==> src/verilog/thit_map.vh <==
`ifndef THIT_MAP_VH
`define THIT_MAP_VH

// partitioning modes
`define THIT_MODE_ONE    2'h0
`define THIT_MODE_TWO    2'h1
`define THIT_MODE_GEN    2'h2

// frames per 24-frame cycle budget
`define THIT_CYCLE_FRAMES 8'h18

// 1:1 offsets and interlace count
`define THIT_O11_FACK    16'h0001
`define THIT_O11_RACK    16'h0002
`define THIT_O11_RASG    16'h0001
`define THIT_O11_ILV     16'h0003
`define THIT_O11_CNT     8'h03

// 2:1 offsets and interlace counts
`define THIT_O21_FACK    16'h0001
`define THIT_O21_RACK    16'h0004
`define THIT_O21_FILV    16'h0005
`define THIT_O21_RILV    16'h0002
`define THIT_O21_FCNT    8'h05
`define THIT_O21_RCNT    8'h02

// generalized offsets in bursts
`define THIT_G_FACK      16'h0001
`define THIT_G_RACK      16'h0002
`define THIT_G_RTX_LONG  16'h0002
`define THIT_G_RTX_SHORT 16'h0003
`define THIT_G_MUL_LONG  8'h02
`define THIT_G_MUL_SHORT 8'h03

// reset values
`define THIT_RST_FRAME   16'h0000
`define THIT_RST_SUPER   16'h0000

`endif

==> src/verilog/thit_timing.v <==
`timescale 1ns/1ps
`default_nettype none
`include "thit_map.vh"

// Behaviour
// 1:1 forward ack k+1, retx k+3n
// 1:1 reverse asg k+1, ack k+2
// 2:1 sequence two forward, one reverse
// superframe index increments each superframe
// absolute index j times count plus i
// 2:1 five forward, two reverse interlaces
// 2:1 forward ack floor(k/2)+1, retx k+5n
// 2:1 reverse asg floor(k/2), ack 2j+4
// 2:1 assignments only in even frames
// general bursts alternate, burst i frame span
// reverse burst assigned in j or j-1
// short forward burst needs interlace-selection bits
// forward ack burst i+1, reverse j+2
// forward retx burst i+2 or i+3
// reverse retx burst j+2 or j+3
// retransmission keeps frame position in burst
// interlace counts twice or thrice burst length
// burst lengths two bits, one to four
// recompute timing each frame from mode
module thit_timing #(
    parameter IW = 16
) (
    input  wire          clk,
    input  wire          resetn,
    input  wire [1:0]    mode,
    input  wire [1:0]    forward_burst_code,
    input  wire [1:0]    reverse_burst_code,
    input  wire          frame_tick,
    output reg  [IW-1:0] superframe_index,
    output reg  [IW-1:0] forward_frame_index,
    output reg  [IW-1:0] reverse_frame_index,
    output reg           forward_link_active,
    output reg           guard_insert,
    output reg           assign_allowed,
    output reg           assign_sel_bits,
    output reg  [IW-1:0] forward_ack_frame,
    output reg  [IW-1:0] forward_retx_frame,
    output reg  [IW-1:0] reverse_assign_frame,
    output reg  [IW-1:0] reverse_ack_frame,
    output reg  [IW-1:0] reverse_retx_frame,
    output reg  [7:0]    forward_interlace,
    output reg  [7:0]    reverse_interlace,
    output reg  [7:0]    forward_interlace_count,
    output reg  [7:0]    reverse_interlace_count
);

    // burst lengths 1..4 from two-bit codes, code 0 meaning one frame
    wire [7:0] forward_burst_length = {6'h00, forward_burst_code} + 8'h01;
    wire [7:0] reverse_burst_length = {6'h00, reverse_burst_code} + 8'h01;
    wire [7:0] fl_len = (mode == `THIT_MODE_ONE) ? 8'h01 :
                        (mode == `THIT_MODE_TWO) ? 8'h02 : forward_burst_length;
    wire [7:0] rl_len = (mode == `THIT_MODE_GEN) ? reverse_burst_length : 8'h01;
    wire [7:0] period = fl_len + rl_len;
    wire [7:0] bursts_per_sf = `THIT_CYCLE_FRAMES / period;
    wire [7:0] forward_frames_per_superframe = fl_len * bursts_per_sf;
    wire [7:0] reverse_frames_per_superframe = rl_len * bursts_per_sf;

    // next superframe number, also the multiplier of the restarted indices
    wire [IW-1:0] next_super = superframe_index + 16'h0001;

    // slot position: frame within the burst, link in use, and frames since superframe start on both links
    reg  [7:0] pos_in_burst;
    reg        in_forward;
    reg  [7:0] sf_fwd;
    reg  [7:0] sf_rev;

    // sequencing advances per frame; guard_insert flags the first reverse frame after each forward burst
    always @(posedge clk or negedge resetn)
    begin
        if (!resetn)
        begin
            // a run always opens on a forward slot
            pos_in_burst        <= 8'h00;
            in_forward          <= 1'b1;
            sf_fwd              <= 8'h00;
            sf_rev              <= 8'h00;
            superframe_index    <= `THIT_RST_SUPER;
            forward_frame_index <= `THIT_RST_FRAME;
            reverse_frame_index <= `THIT_RST_FRAME;
            forward_link_active <= 1'b1;
            guard_insert        <= 1'b0;
        end
        else if (frame_tick)
        begin
            guard_insert <= 1'b0;
            if (in_forward)
            begin
                // one forward frame elapsed
                forward_frame_index <= forward_frame_index + 16'h0001;
                sf_fwd <= sf_fwd + 8'h01;
                if (pos_in_burst + 8'h01 >= fl_len)
                begin
                    in_forward          <= 1'b0;
                    forward_link_active <= 1'b0;
                    guard_insert        <= 1'b1;
                    pos_in_burst        <= 8'h00;
                end
                else
                    pos_in_burst <= pos_in_burst + 8'h01;
            end
            else
            begin
                // one reverse frame elapsed
                reverse_frame_index <= reverse_frame_index + 16'h0001;
                if (pos_in_burst + 8'h01 >= rl_len)
                begin
                    in_forward          <= 1'b1;
                    forward_link_active <= 1'b1;
                    pos_in_burst        <= 8'h00;
                    if (sf_rev + 8'h01 >= reverse_frames_per_superframe)
                    begin
                        // superframe boundary; index counts stay j*N+i by construction
                        superframe_index <= next_super;
                        sf_fwd <= 8'h00;
                        sf_rev <= 8'h00;
                        forward_frame_index <= next_super
                                               * {8'h00, forward_frames_per_superframe};
                        reverse_frame_index <= next_super
                                               * {8'h00, reverse_frames_per_superframe};
                    end
                    else
                        sf_rev <= sf_rev + 8'h01;
                end
                else
                begin
                    pos_in_burst <= pos_in_burst + 8'h01;
                    sf_rev       <= sf_rev + 8'h01;
                end
            end
        end
    end

    // combinational timing for the current forward frame k and reverse frame
    reg [IW-1:0] next_fack;
    reg [IW-1:0] next_fretx;
    reg [IW-1:0] next_rasg;
    reg [IW-1:0] next_rack;
    reg [IW-1:0] next_rretx;
    reg [7:0]    next_fcnt;
    reg [7:0]    next_rcnt;
    reg          next_allow;
    reg          next_sel;
    reg [IW-1:0] k;
    reg [IW-1:0] j;
    reg [IW-1:0] fb;
    reg [IW-1:0] rb;
    reg [IW-1:0] fpos;
    reg [IW-1:0] rpos;
    reg [IW-1:0] fl16;
    reg [IW-1:0] rl16;

    always @*
    begin
        k    = forward_frame_index;
        j    = reverse_frame_index;
        fl16 = {8'h00, fl_len};
        rl16 = {8'h00, rl_len};
        fb   = k / fl16;
        rb   = j / rl16;
        fpos = k % fl16;
        rpos = j % rl16;
        // only the invalid mode refuses assignments outright
        next_allow = 1'b1;
        next_sel   = 1'b0;
        case (mode)
            // 1:1, three interlaces per link
            `THIT_MODE_ONE:
            begin
                next_fack  = k + `THIT_O11_FACK;
                next_fretx = k + `THIT_O11_ILV;
                next_rasg  = k + `THIT_O11_RASG;
                next_rack  = j + `THIT_O11_RACK;
                next_rretx = j + `THIT_O11_ILV;
                next_fcnt  = `THIT_O11_CNT;
                next_rcnt  = `THIT_O11_CNT;
            end
            // 2:1 has its own tuned formulas, not the general ones
            `THIT_MODE_TWO:
            begin
                next_fack  = (k >> 1) + `THIT_O21_FACK;
                next_fretx = k + `THIT_O21_FILV;
                next_rasg  = k >> 1;
                next_rack  = (j << 1) + `THIT_O21_RACK;
                next_rretx = j + `THIT_O21_RILV;
                next_fcnt  = `THIT_O21_FCNT;
                next_rcnt  = `THIT_O21_RCNT;
                // odd forward frames carry no assignment
                next_allow = ~k[0];
            end
            `THIT_MODE_GEN:
            begin
                // acks land in the named burst, first frame position
                next_fack = (fb + `THIT_G_FACK) * rl16;
                next_rack = (rb + `THIT_G_RACK) * fl16;
                // retransmissions keep their position within a later burst
                if (rl_len > 8'h01)
                begin
                    next_fretx = (fb + `THIT_G_RTX_LONG) * fl16 + fpos;
                    next_fcnt  = fl_len * `THIT_G_MUL_LONG;
                end
                else
                begin
                    next_fretx = (fb + `THIT_G_RTX_SHORT) * fl16 + fpos;
                    next_fcnt  = fl_len * `THIT_G_MUL_SHORT;
                end
                // a multi-frame forward burst assigns the following reverse burst
                if (fl_len > 8'h01)
                begin
                    next_rretx = (rb + `THIT_G_RTX_LONG) * rl16 + rpos;
                    next_rcnt  = rl_len * `THIT_G_MUL_LONG;
                    next_rasg  = fb * rl16;
                end
                else
                begin
                    next_rretx = (rb + `THIT_G_RTX_SHORT) * rl16 + rpos;
                    next_rcnt  = rl_len * `THIT_G_MUL_SHORT;
                    next_rasg  = (fb + 16'h0001) * rl16;
                end
                // position carried over only while it fits the reverse burst
                if (fpos < rl16)
                begin
                    next_rasg = next_rasg + fpos;
                end
                next_sel  = (fl_len < rl_len);
            end
            // invalid code: outputs hold the indices, counts read zero
            default:
            begin
                next_fack  = k;
                next_fretx = k;
                next_rasg  = k;
                next_rack  = j;
                next_rretx = j;
                next_fcnt  = 8'h00;
                next_rcnt  = 8'h00;
                next_allow = 1'b0;
            end
        endcase
    end

    // interlace membership; a zero count only comes from the invalid mode
    reg [IW-1:0] next_fil;
    reg [IW-1:0] next_ril;

    always @*
    begin
        if (next_fcnt == 8'h00)
        begin
            next_fil = {IW{1'b0}};
        end
        else
        begin
            next_fil = k % {8'h00, next_fcnt};
        end
        if (next_rcnt == 8'h00)
        begin
            next_ril = {IW{1'b0}};
        end
        else
        begin
            next_ril = j % {8'h00, next_rcnt};
        end
    end

    // registered results, refreshed every clock so they track each frame change
    always @(posedge clk or negedge resetn)
    begin
        if (!resetn)
        begin
            forward_ack_frame       <= `THIT_RST_FRAME;
            forward_retx_frame      <= `THIT_RST_FRAME;
            reverse_assign_frame    <= `THIT_RST_FRAME;
            reverse_ack_frame       <= `THIT_RST_FRAME;
            reverse_retx_frame      <= `THIT_RST_FRAME;
            forward_interlace       <= 8'h00;
            reverse_interlace       <= 8'h00;
            forward_interlace_count <= 8'h00;
            reverse_interlace_count <= 8'h00;
            assign_allowed          <= 1'b0;
            assign_sel_bits         <= 1'b0;
        end
        else
        begin
            forward_ack_frame       <= next_fack;
            forward_retx_frame      <= next_fretx;
            reverse_assign_frame    <= next_rasg;
            reverse_ack_frame       <= next_rack;
            reverse_retx_frame      <= next_rretx;
            // remainder is below the 8-bit count, so the low byte holds it all
            forward_interlace       <= next_fil[7:0];
            reverse_interlace       <= next_ril[7:0];
            forward_interlace_count <= next_fcnt;
            reverse_interlace_count <= next_rcnt;
            assign_allowed          <= next_allow & in_forward;
            assign_sel_bits         <= next_sel;
        end
    end

endmodule
`default_nettype wire

==> config.mk <==
export PLATFORM = sky130hd
export DESIGN_NAME = thit_timing
export DESIGN_NICKNAME = d
export VERILOG_FILES = /design/src/verilog/thit_timing.v
export VERILOG_INCLUDE_DIRS = /design/src /design/src/verilog
export SDC_FILE = /design/constraint.sdc
export NUM_CORES = 2
export LEC_CHECK = 0
export BUFFER_PORTS_ARGS = -buffer_cell sky130_fd_sc_hd__buf_4
export CAP_MARGIN = 5
export CORE_MARGIN = 2
export CORE_UTILIZATION = 67
export DETAILED_ROUTE_END_ITERATION = 8
export PLACE_DENSITY = 0.85
export RECOVER_POWER = 50
export SYNTH_ARGS = -nofsm -noshare
export SYNTH_HDL_FRONTEND = slang
export SYNTH_SLANG_ARGS = --single-unit
==> constraint.sdc <==
create_clock -name clk -period 82.9 [get_ports clk]
set_input_delay 8.29 -clock clk [delete_from_list [all_inputs] [get_ports clk]]
set_output_delay 8.29 -clock clk [all_outputs]
set_load 0.03 [all_outputs]
[Word-level counts from Yosys, hierarchy flattened]
Cells that the tools add are included.
Widths: inputs -> output; s select.
Storage, ports and cells
  bits in registers: 181
  input bits: 9
  output and inout port bits: 164
  logic and storage cells: 125
Cells by class
  add/subtract/negate cells: 24
  multiply operators: 13
  div/mod/pow operators: 7
  order comparisons: 7
  eq/ne operators: 3
  multiplexer cells: 39
  bitwise logic cells: 3
  reduce and logical (&&, ||, !) cells: 10
Operators by type and width (count)
  $pmux 16 s3: 5
  $mux 16: 10
  $add 16x2->16 const B: 7
  $mul 16x3->16: 7
  $add 16x16->16: 5
  $add 16x1->16 const B: 4
  $mod 16x8->16: 4
  $mux 8: 7
  $add 16x3->16 const B: 2
  $div 16x8->16: 2
  $mul 16x8->16: 2
  $pmux 5 s3: 2
  $add 15x1->16 const B: 1
  $add 8x1->8 const B: 2
  $ge 8x3->1: 2
  $logic_not 8->1: 2
  $lt 16x3->1: 1
  $mul 3x8->8: 2
  $mul 3x2->5 const B: 2
  $mux 5: 2
  $mux 1: 9
  $mux 3: 3
  $div 5x8->8 const A: 1
  $ge 8x8->1: 1
  16 further kinds: 21

[Depth between registers and ports, before layout]
  depth in word-level cells: 11
  gate-level depth with buffers: 180
  mapped depth without buffers: 168

[Least setup slack after synthesis]
Ideal clock, no wire load.
  kind: input -> register
  start: in mode[0]
  end: reg reverse_retx_frame[15]
  setup time: 0.076 ns
  arrival: 41.487 ns
  data required time: 82.824 ns
  slack: 41.337 ns
  cell stages on the path: 170
  buffers on the path: 12
  path through: buf_2 > nor2b_1 > buf_2 > nand2_1 > clkinv_1 > clkbuf_1 > ha_1 > or4bb_1 > nor4_4 > o31ai_1 > ha_1 > o21ai_0 > a21o_1 > o311a_2 > a21oi_1 > ha_1 > o211ai_1 > and2_0 > [134 not listed] > nor2b_1 > o21ai_0 > nand2b_1 > a21o_1 > a21o_1 > a21oi_1 > o21bai_1 > a21oi_1 > o21bai_1 > a21oi_1 > o21bai_1 > a21o_1 > a21oi_1 > xnor2_1 > xnor2_1 > xnor2_1 > xnor3_1 > o21ai_1
On the way
  cells in the longest elaborated chain, start to end: 8
  elaborated cells between the ends (all ways): 17
  those cells by class: 4 x add/sub; 2 x mul; 2 x div; 1 x order compare; 2 x eq/ne; 5 x mux; 1 x reduce/logical
RTL lines
  start, declared: RTL line thit_timing.v:30  | input wire [1:0] mode,
  $eq 2x2->1: RTL line thit_timing.v:170  | case (mode)
  $mux 3: RTL line thit_timing.v:57  | wire [7:0] rl_len = (mode == `THIT_MODE_GEN) ? reverse_burst_length : 8'h01;
  $div 16x8->16: RTL line thit_timing.v:164  | rb = j / rl16;
  $add 16x2->16 (no source line)
  $mul 16x3->16, on equally long branches: RTL line thit_timing.v:220, thit_timing.v:214
  $add 16x16->16, on equally long branches: RTL line thit_timing.v:220, thit_timing.v:214
  $mux 16: RTL line thit_timing.v:212  | if (fl_len > 8'h01)
  $pmux 16 s3 *: RTL line thit_timing.v:170
  named net next_rretx[15]: RTL line thit_timing.v:143  | reg [IW-1:0] next_rretx;
  end signal, assigned: RTL line thit_timing.v:279  | reverse_retx_frame <= `THIT_RST_FRAME;
  end signal, assigned: RTL line thit_timing.v:293  | reverse_retx_frame <= next_rretx;
  end, declared: RTL line thit_timing.v:45  | output reg [IW-1:0] reverse_retx_frame,
The timed path passes the listed nets; every way through them passes the cells marked *.
A chain may end at the register's enable or synchronous reset.

[Worst setup path in the final report]
  start: in mode[1]
  end: reg forward_retx_frame[15]
On the way
  cells in the longest elaborated chain, start to end: 9
  elaborated cells between the ends (all ways): 17
  those cells by class: 4 x add/sub; 2 x mul; 2 x div; 1 x order compare; 2 x eq/ne; 5 x mux; 1 x reduce/logical
RTL lines
  $eq 2x1->1: RTL line thit_timing.v:170
  $mux 3: RTL line thit_timing.v:56  | (mode == `THIT_MODE_TWO) ? 8'h02 : forward_burst_length;
  $mux 3: RTL line thit_timing.v:55  | wire [7:0] fl_len = (mode == `THIT_MODE_ONE) ? 8'h01 :
  $div 16x8->16: RTL line thit_timing.v:163  | fb = k / fl16;
  $add 16x2->16 (no source line)
  $mul 16x3->16, on equally long branches: RTL line thit_timing.v:208, thit_timing.v:203
  $add 16x16->16, on equally long branches: RTL line thit_timing.v:208, thit_timing.v:203
  $mux 16: RTL line thit_timing.v:201  | if (rl_len > 8'h01)
  $pmux 16 s3 *: RTL line thit_timing.v:170
  named net next_fretx[15]: RTL line thit_timing.v:140  | reg [IW-1:0] next_fretx;
  end signal, assigned: RTL line thit_timing.v:276  | forward_retx_frame <= `THIT_RST_FRAME;
  end signal, assigned: RTL line thit_timing.v:290  | forward_retx_frame <= next_fretx;
  end, declared: RTL line thit_timing.v:42  | output reg [IW-1:0] forward_retx_frame,
Marked as above.

==> results by group <==
Critical path
  – Crit start category: input port
  – Crit path max fanout: 45
  – Largest stage delay on the critical path: 0.75 ns
  – Crit-path slowest cell: nor2_1
  – Critical path class: input port to register
  – Crit path max-delay family: simple AND/OR/NAND/NOR gates
  – CP Buf/Inv Count: 12
  – Critical Path End Type: register
  – CP arrival: 49.75 ns
  – Worst EP required: 83.32 ns

Yosys
  – Most common cell in the netlist: nand2_1
  – Post-synth cell types: 165
  – Seq/Total Area, Yosys: 0.0919
  – Post-synth ARST share: 1.00
  – Yosys warns: 0
  – Area contributors post-synth: ha_1 (13%), fa_1 (12%), dfrtp_1 (9.1%), xnor2_1 (6.4%), nand2_1 (6.2%)
  – FF+latch count, synth: 175
  – Number of enable flip-flop cells after synthesis: 0
  – Syn Std Cell Area: 0.0477 mm2
  – Syn_area_per_cell: 7.54 um2
  – Area leader, netlist: ha_1
  – Top FF cell, synth: dfrtp_1
  – Synth top cells by count: nand2_1 (782), inv_1 (543), nor2_1 (538)
  – Synthesized instance count: 6,322
  – Yosys top cell area share: 0.128

Cells and area
  – Post-Route Utilization: 0.707
  – Seq. cell area: 0.00438 mm2
  – # fillers: 5,849
  – Multi-input gate area: 0.0400 mm2
  – NumNets Final: 7,085
  – Post-synthesis to final-layout area growth: 4.23%
  – Layout cells sized above 1: 0.0716

Clock network
  – Post-cts resize count: 0
  – Total CTS buffers: 17
  – CTS H-tree depth: 4
  – CTS tree: built
  – Clock slew at reported path FFs: 0.10 ns
  – CTS Buffer Depth: 2
  – Clock sink total: 175
  – Hold_buf cts: 0
  – Post-CTS Setup Inserts: 0
  – Clock Latency Late Sink: 0.54 ns
  – Root Driver: clkbuf_16

Drt
  – DR pass1 iterations: 7
  – Drt initial violations: 5,351
  – Via Count: 47,800
  – Detailed Route WL: 151 mm
  – Vias per cell: 6.59
  – Wirelength per Cell: 20.9 um
  – Number of remaining DRC errors: 0
  – Final ANT Viol Nets: 0

Timing
  – RSZ-0062 raised after global routing: no
  – Period utilization: 0.595
  – Slew HR: -1.64
  – Fmax: 20.3 MHz
  – Fin. max-slew vios: 180
  – Measured slew at the worst slew-check pin: 3.96 ns
  – Tmin final: 49.33 ns
  – Final Hold Fails: 0
  – Setup violators final: 0
  – Fin Setup TNS: 0 ns
  – Setup Skew: 0.0341 ns

Hold path
  – Worst min path class: register to register

Run
  – MaxCap Viol Count: 3

GRT
  – Gr usage total: 0.405
  – Largest net degree at the start of global routing: 72
  – Initial antenna violation count: 6
  – Grt total ovfl: 0
  – First-pass GRT wire length: 240 mm
  – Vias in the first global route: 45,300

Run status
  – Violated checks: max-capacitance violations, max-slew violations
  – Outcome: complete, but fails checks

Die
  – Core Footprint: 0.0703 mm2
  – DIE WIDTH: 271 um
  – I/O pin cnt: 173
  – Die Y: 271 um
  – Initial Utilization: 0.679
  – Die ar.: 0.0733 mm2
  – Row cnt: 97

Place
  – Hpwl dp: 119 mm
  – Gpl congestion: 1.04
  – # port buffers: 166
==> worst paths after layout <==
check                                          to  cells past startpoint                   start  slack, ns
max in group asynchronous   reverse_retx_frame[2]                      2                  resetn      68.55
min in group asynchronous         pos_in_burst[7]                      1                  resetn       9.12
max reg2reg                forward_retx_frame[15]                    150  forward_frame_index[1]      42.50
min reg2reg                   forward_link_active                      2     forward_link_active       0.52
min                           forward_link_active                      2     forward_link_active       0.52
max                        forward_retx_frame[15]                    155                 mode[1]      33.57
==> final cells by class <==
| type | count | share of cell area |
|---|---|---|
| Tap cell | 940 | 0.0237 |
| Sequential cell | 175 | 0.0882 |
| Antenna cell | 1 | 0.0000504 |
| Inverter | 556 | 0.0420 |
| Clock buffer | 18 | 0.00884 |
| Clock inverter | 14 | 0.00320 |
| Multi-Input combinational cell | 5303 | 0.805 |
| Timing Repair Buffer | 243 | 0.0291 |
==> placed cells by master, fill, tap and decap left out, types with 13 or more instances in the layout <==
master and count:
and2_1 101, and3_1 45, a21o_1 93, a211o_1 20
clkbuf_16 17, nand4_1 52, a22oi_1 15, o21a_1 152
nor2_1 538, ha_1 488, nor4_1 22, o311ai_0 13
o21bai_1 62, xor2_1 123, nand2_1 780, and4_1 22
o21ai_1 24, a221oi_1 14, o211ai_1 54, nor3_1 226
buf_4 142, nand2b_1 103, mux2i_1 83, o31ai_1 55
or3_1 46, xnor2_1 346, clkbuf_1 101, mux2_2 63
o22ai_1 28, nor2b_1 98, inv_1 542, a21oi_1 360
a211oi_1 44, nand3_1 153, fa_1 291, dfrtp_1 173
a31oi_1 49, o21ai_0 308, or2_2 31, mux4_2 17
==> kinds of logic after synthesis <==
kind of cell / after synthesis / synth area share
simple gates: 2359 / 0.242
buf+inv: 849 / 0.0700
fa+ha+maj: 783 / 0.251
xor+xnor: 471 / 0.0870
mux: 171 / 0.0426
other cells: 1 / 0.0000786
flops: 175 / 0.0919
compound gates: 1513 / 0.215
==> metrics by stage <==
step	worst slack (ns)	hold slack (ns)	instance area, um2	std cells
after floorplan	41.34	0.469	47700	6327
after global routing	30.63	0.538	49700	7249
after CTS	34.72	0.523	50100	7249
after global placement	35.39	0.481	49500	7217
after detailed placement	34.36	0.496	49500	7217
final	33.57	0.517	49700	7250
==> metal layers <==
| layer | GRT usage | up-vias | wire (um) |
|---|---|---|---|
| li1 | - | 22000 | - |
| met1 | 0.534 | 22600 | 59800 |
| met2 | 0.620 | 2646 | 64700 |
| met3 | 0.0997 | 532 | 18700 |
| met4 | 0.198 | 4 | 8040 |
| met5 | 0 | - | 29 |
==> worst register-to-register path: cells and delay by family (launching register included) <==
kind	cells	cell delay [ns]
and+or+nand+nor	50	14.52
AOI/OAI and AO/OA	61	14.17
adders and majority gates	20	6.82
buffers and inverters	9	1.69
muxes	4	1.57
xor gates and xnor gates	6	1.14
DFF	1	0.41
==> state kept, by name, indices dropped and copies added, names as in the netlist <==
signal,count
assign_allowed,1
assign_sel_bits,1
forward_ack_frame,16
forward_frame_index,16
forward_interlace,8
forward_interlace_count,5
forward_link_active,1
forward_retx_frame,16
guard_insert,1
in_forward,1
pos_in_burst,8
reverse_ack_frame,16
reverse_assign_frame,16
reverse_frame_index,16
reverse_interlace,8
reverse_interlace_count,5
reverse_retx_frame,16
sf_rev,8
superframe_index,16
Power is not shown: default switching activity piles up to over one toggle a cycle in this logic, so the estimate is an artifact.
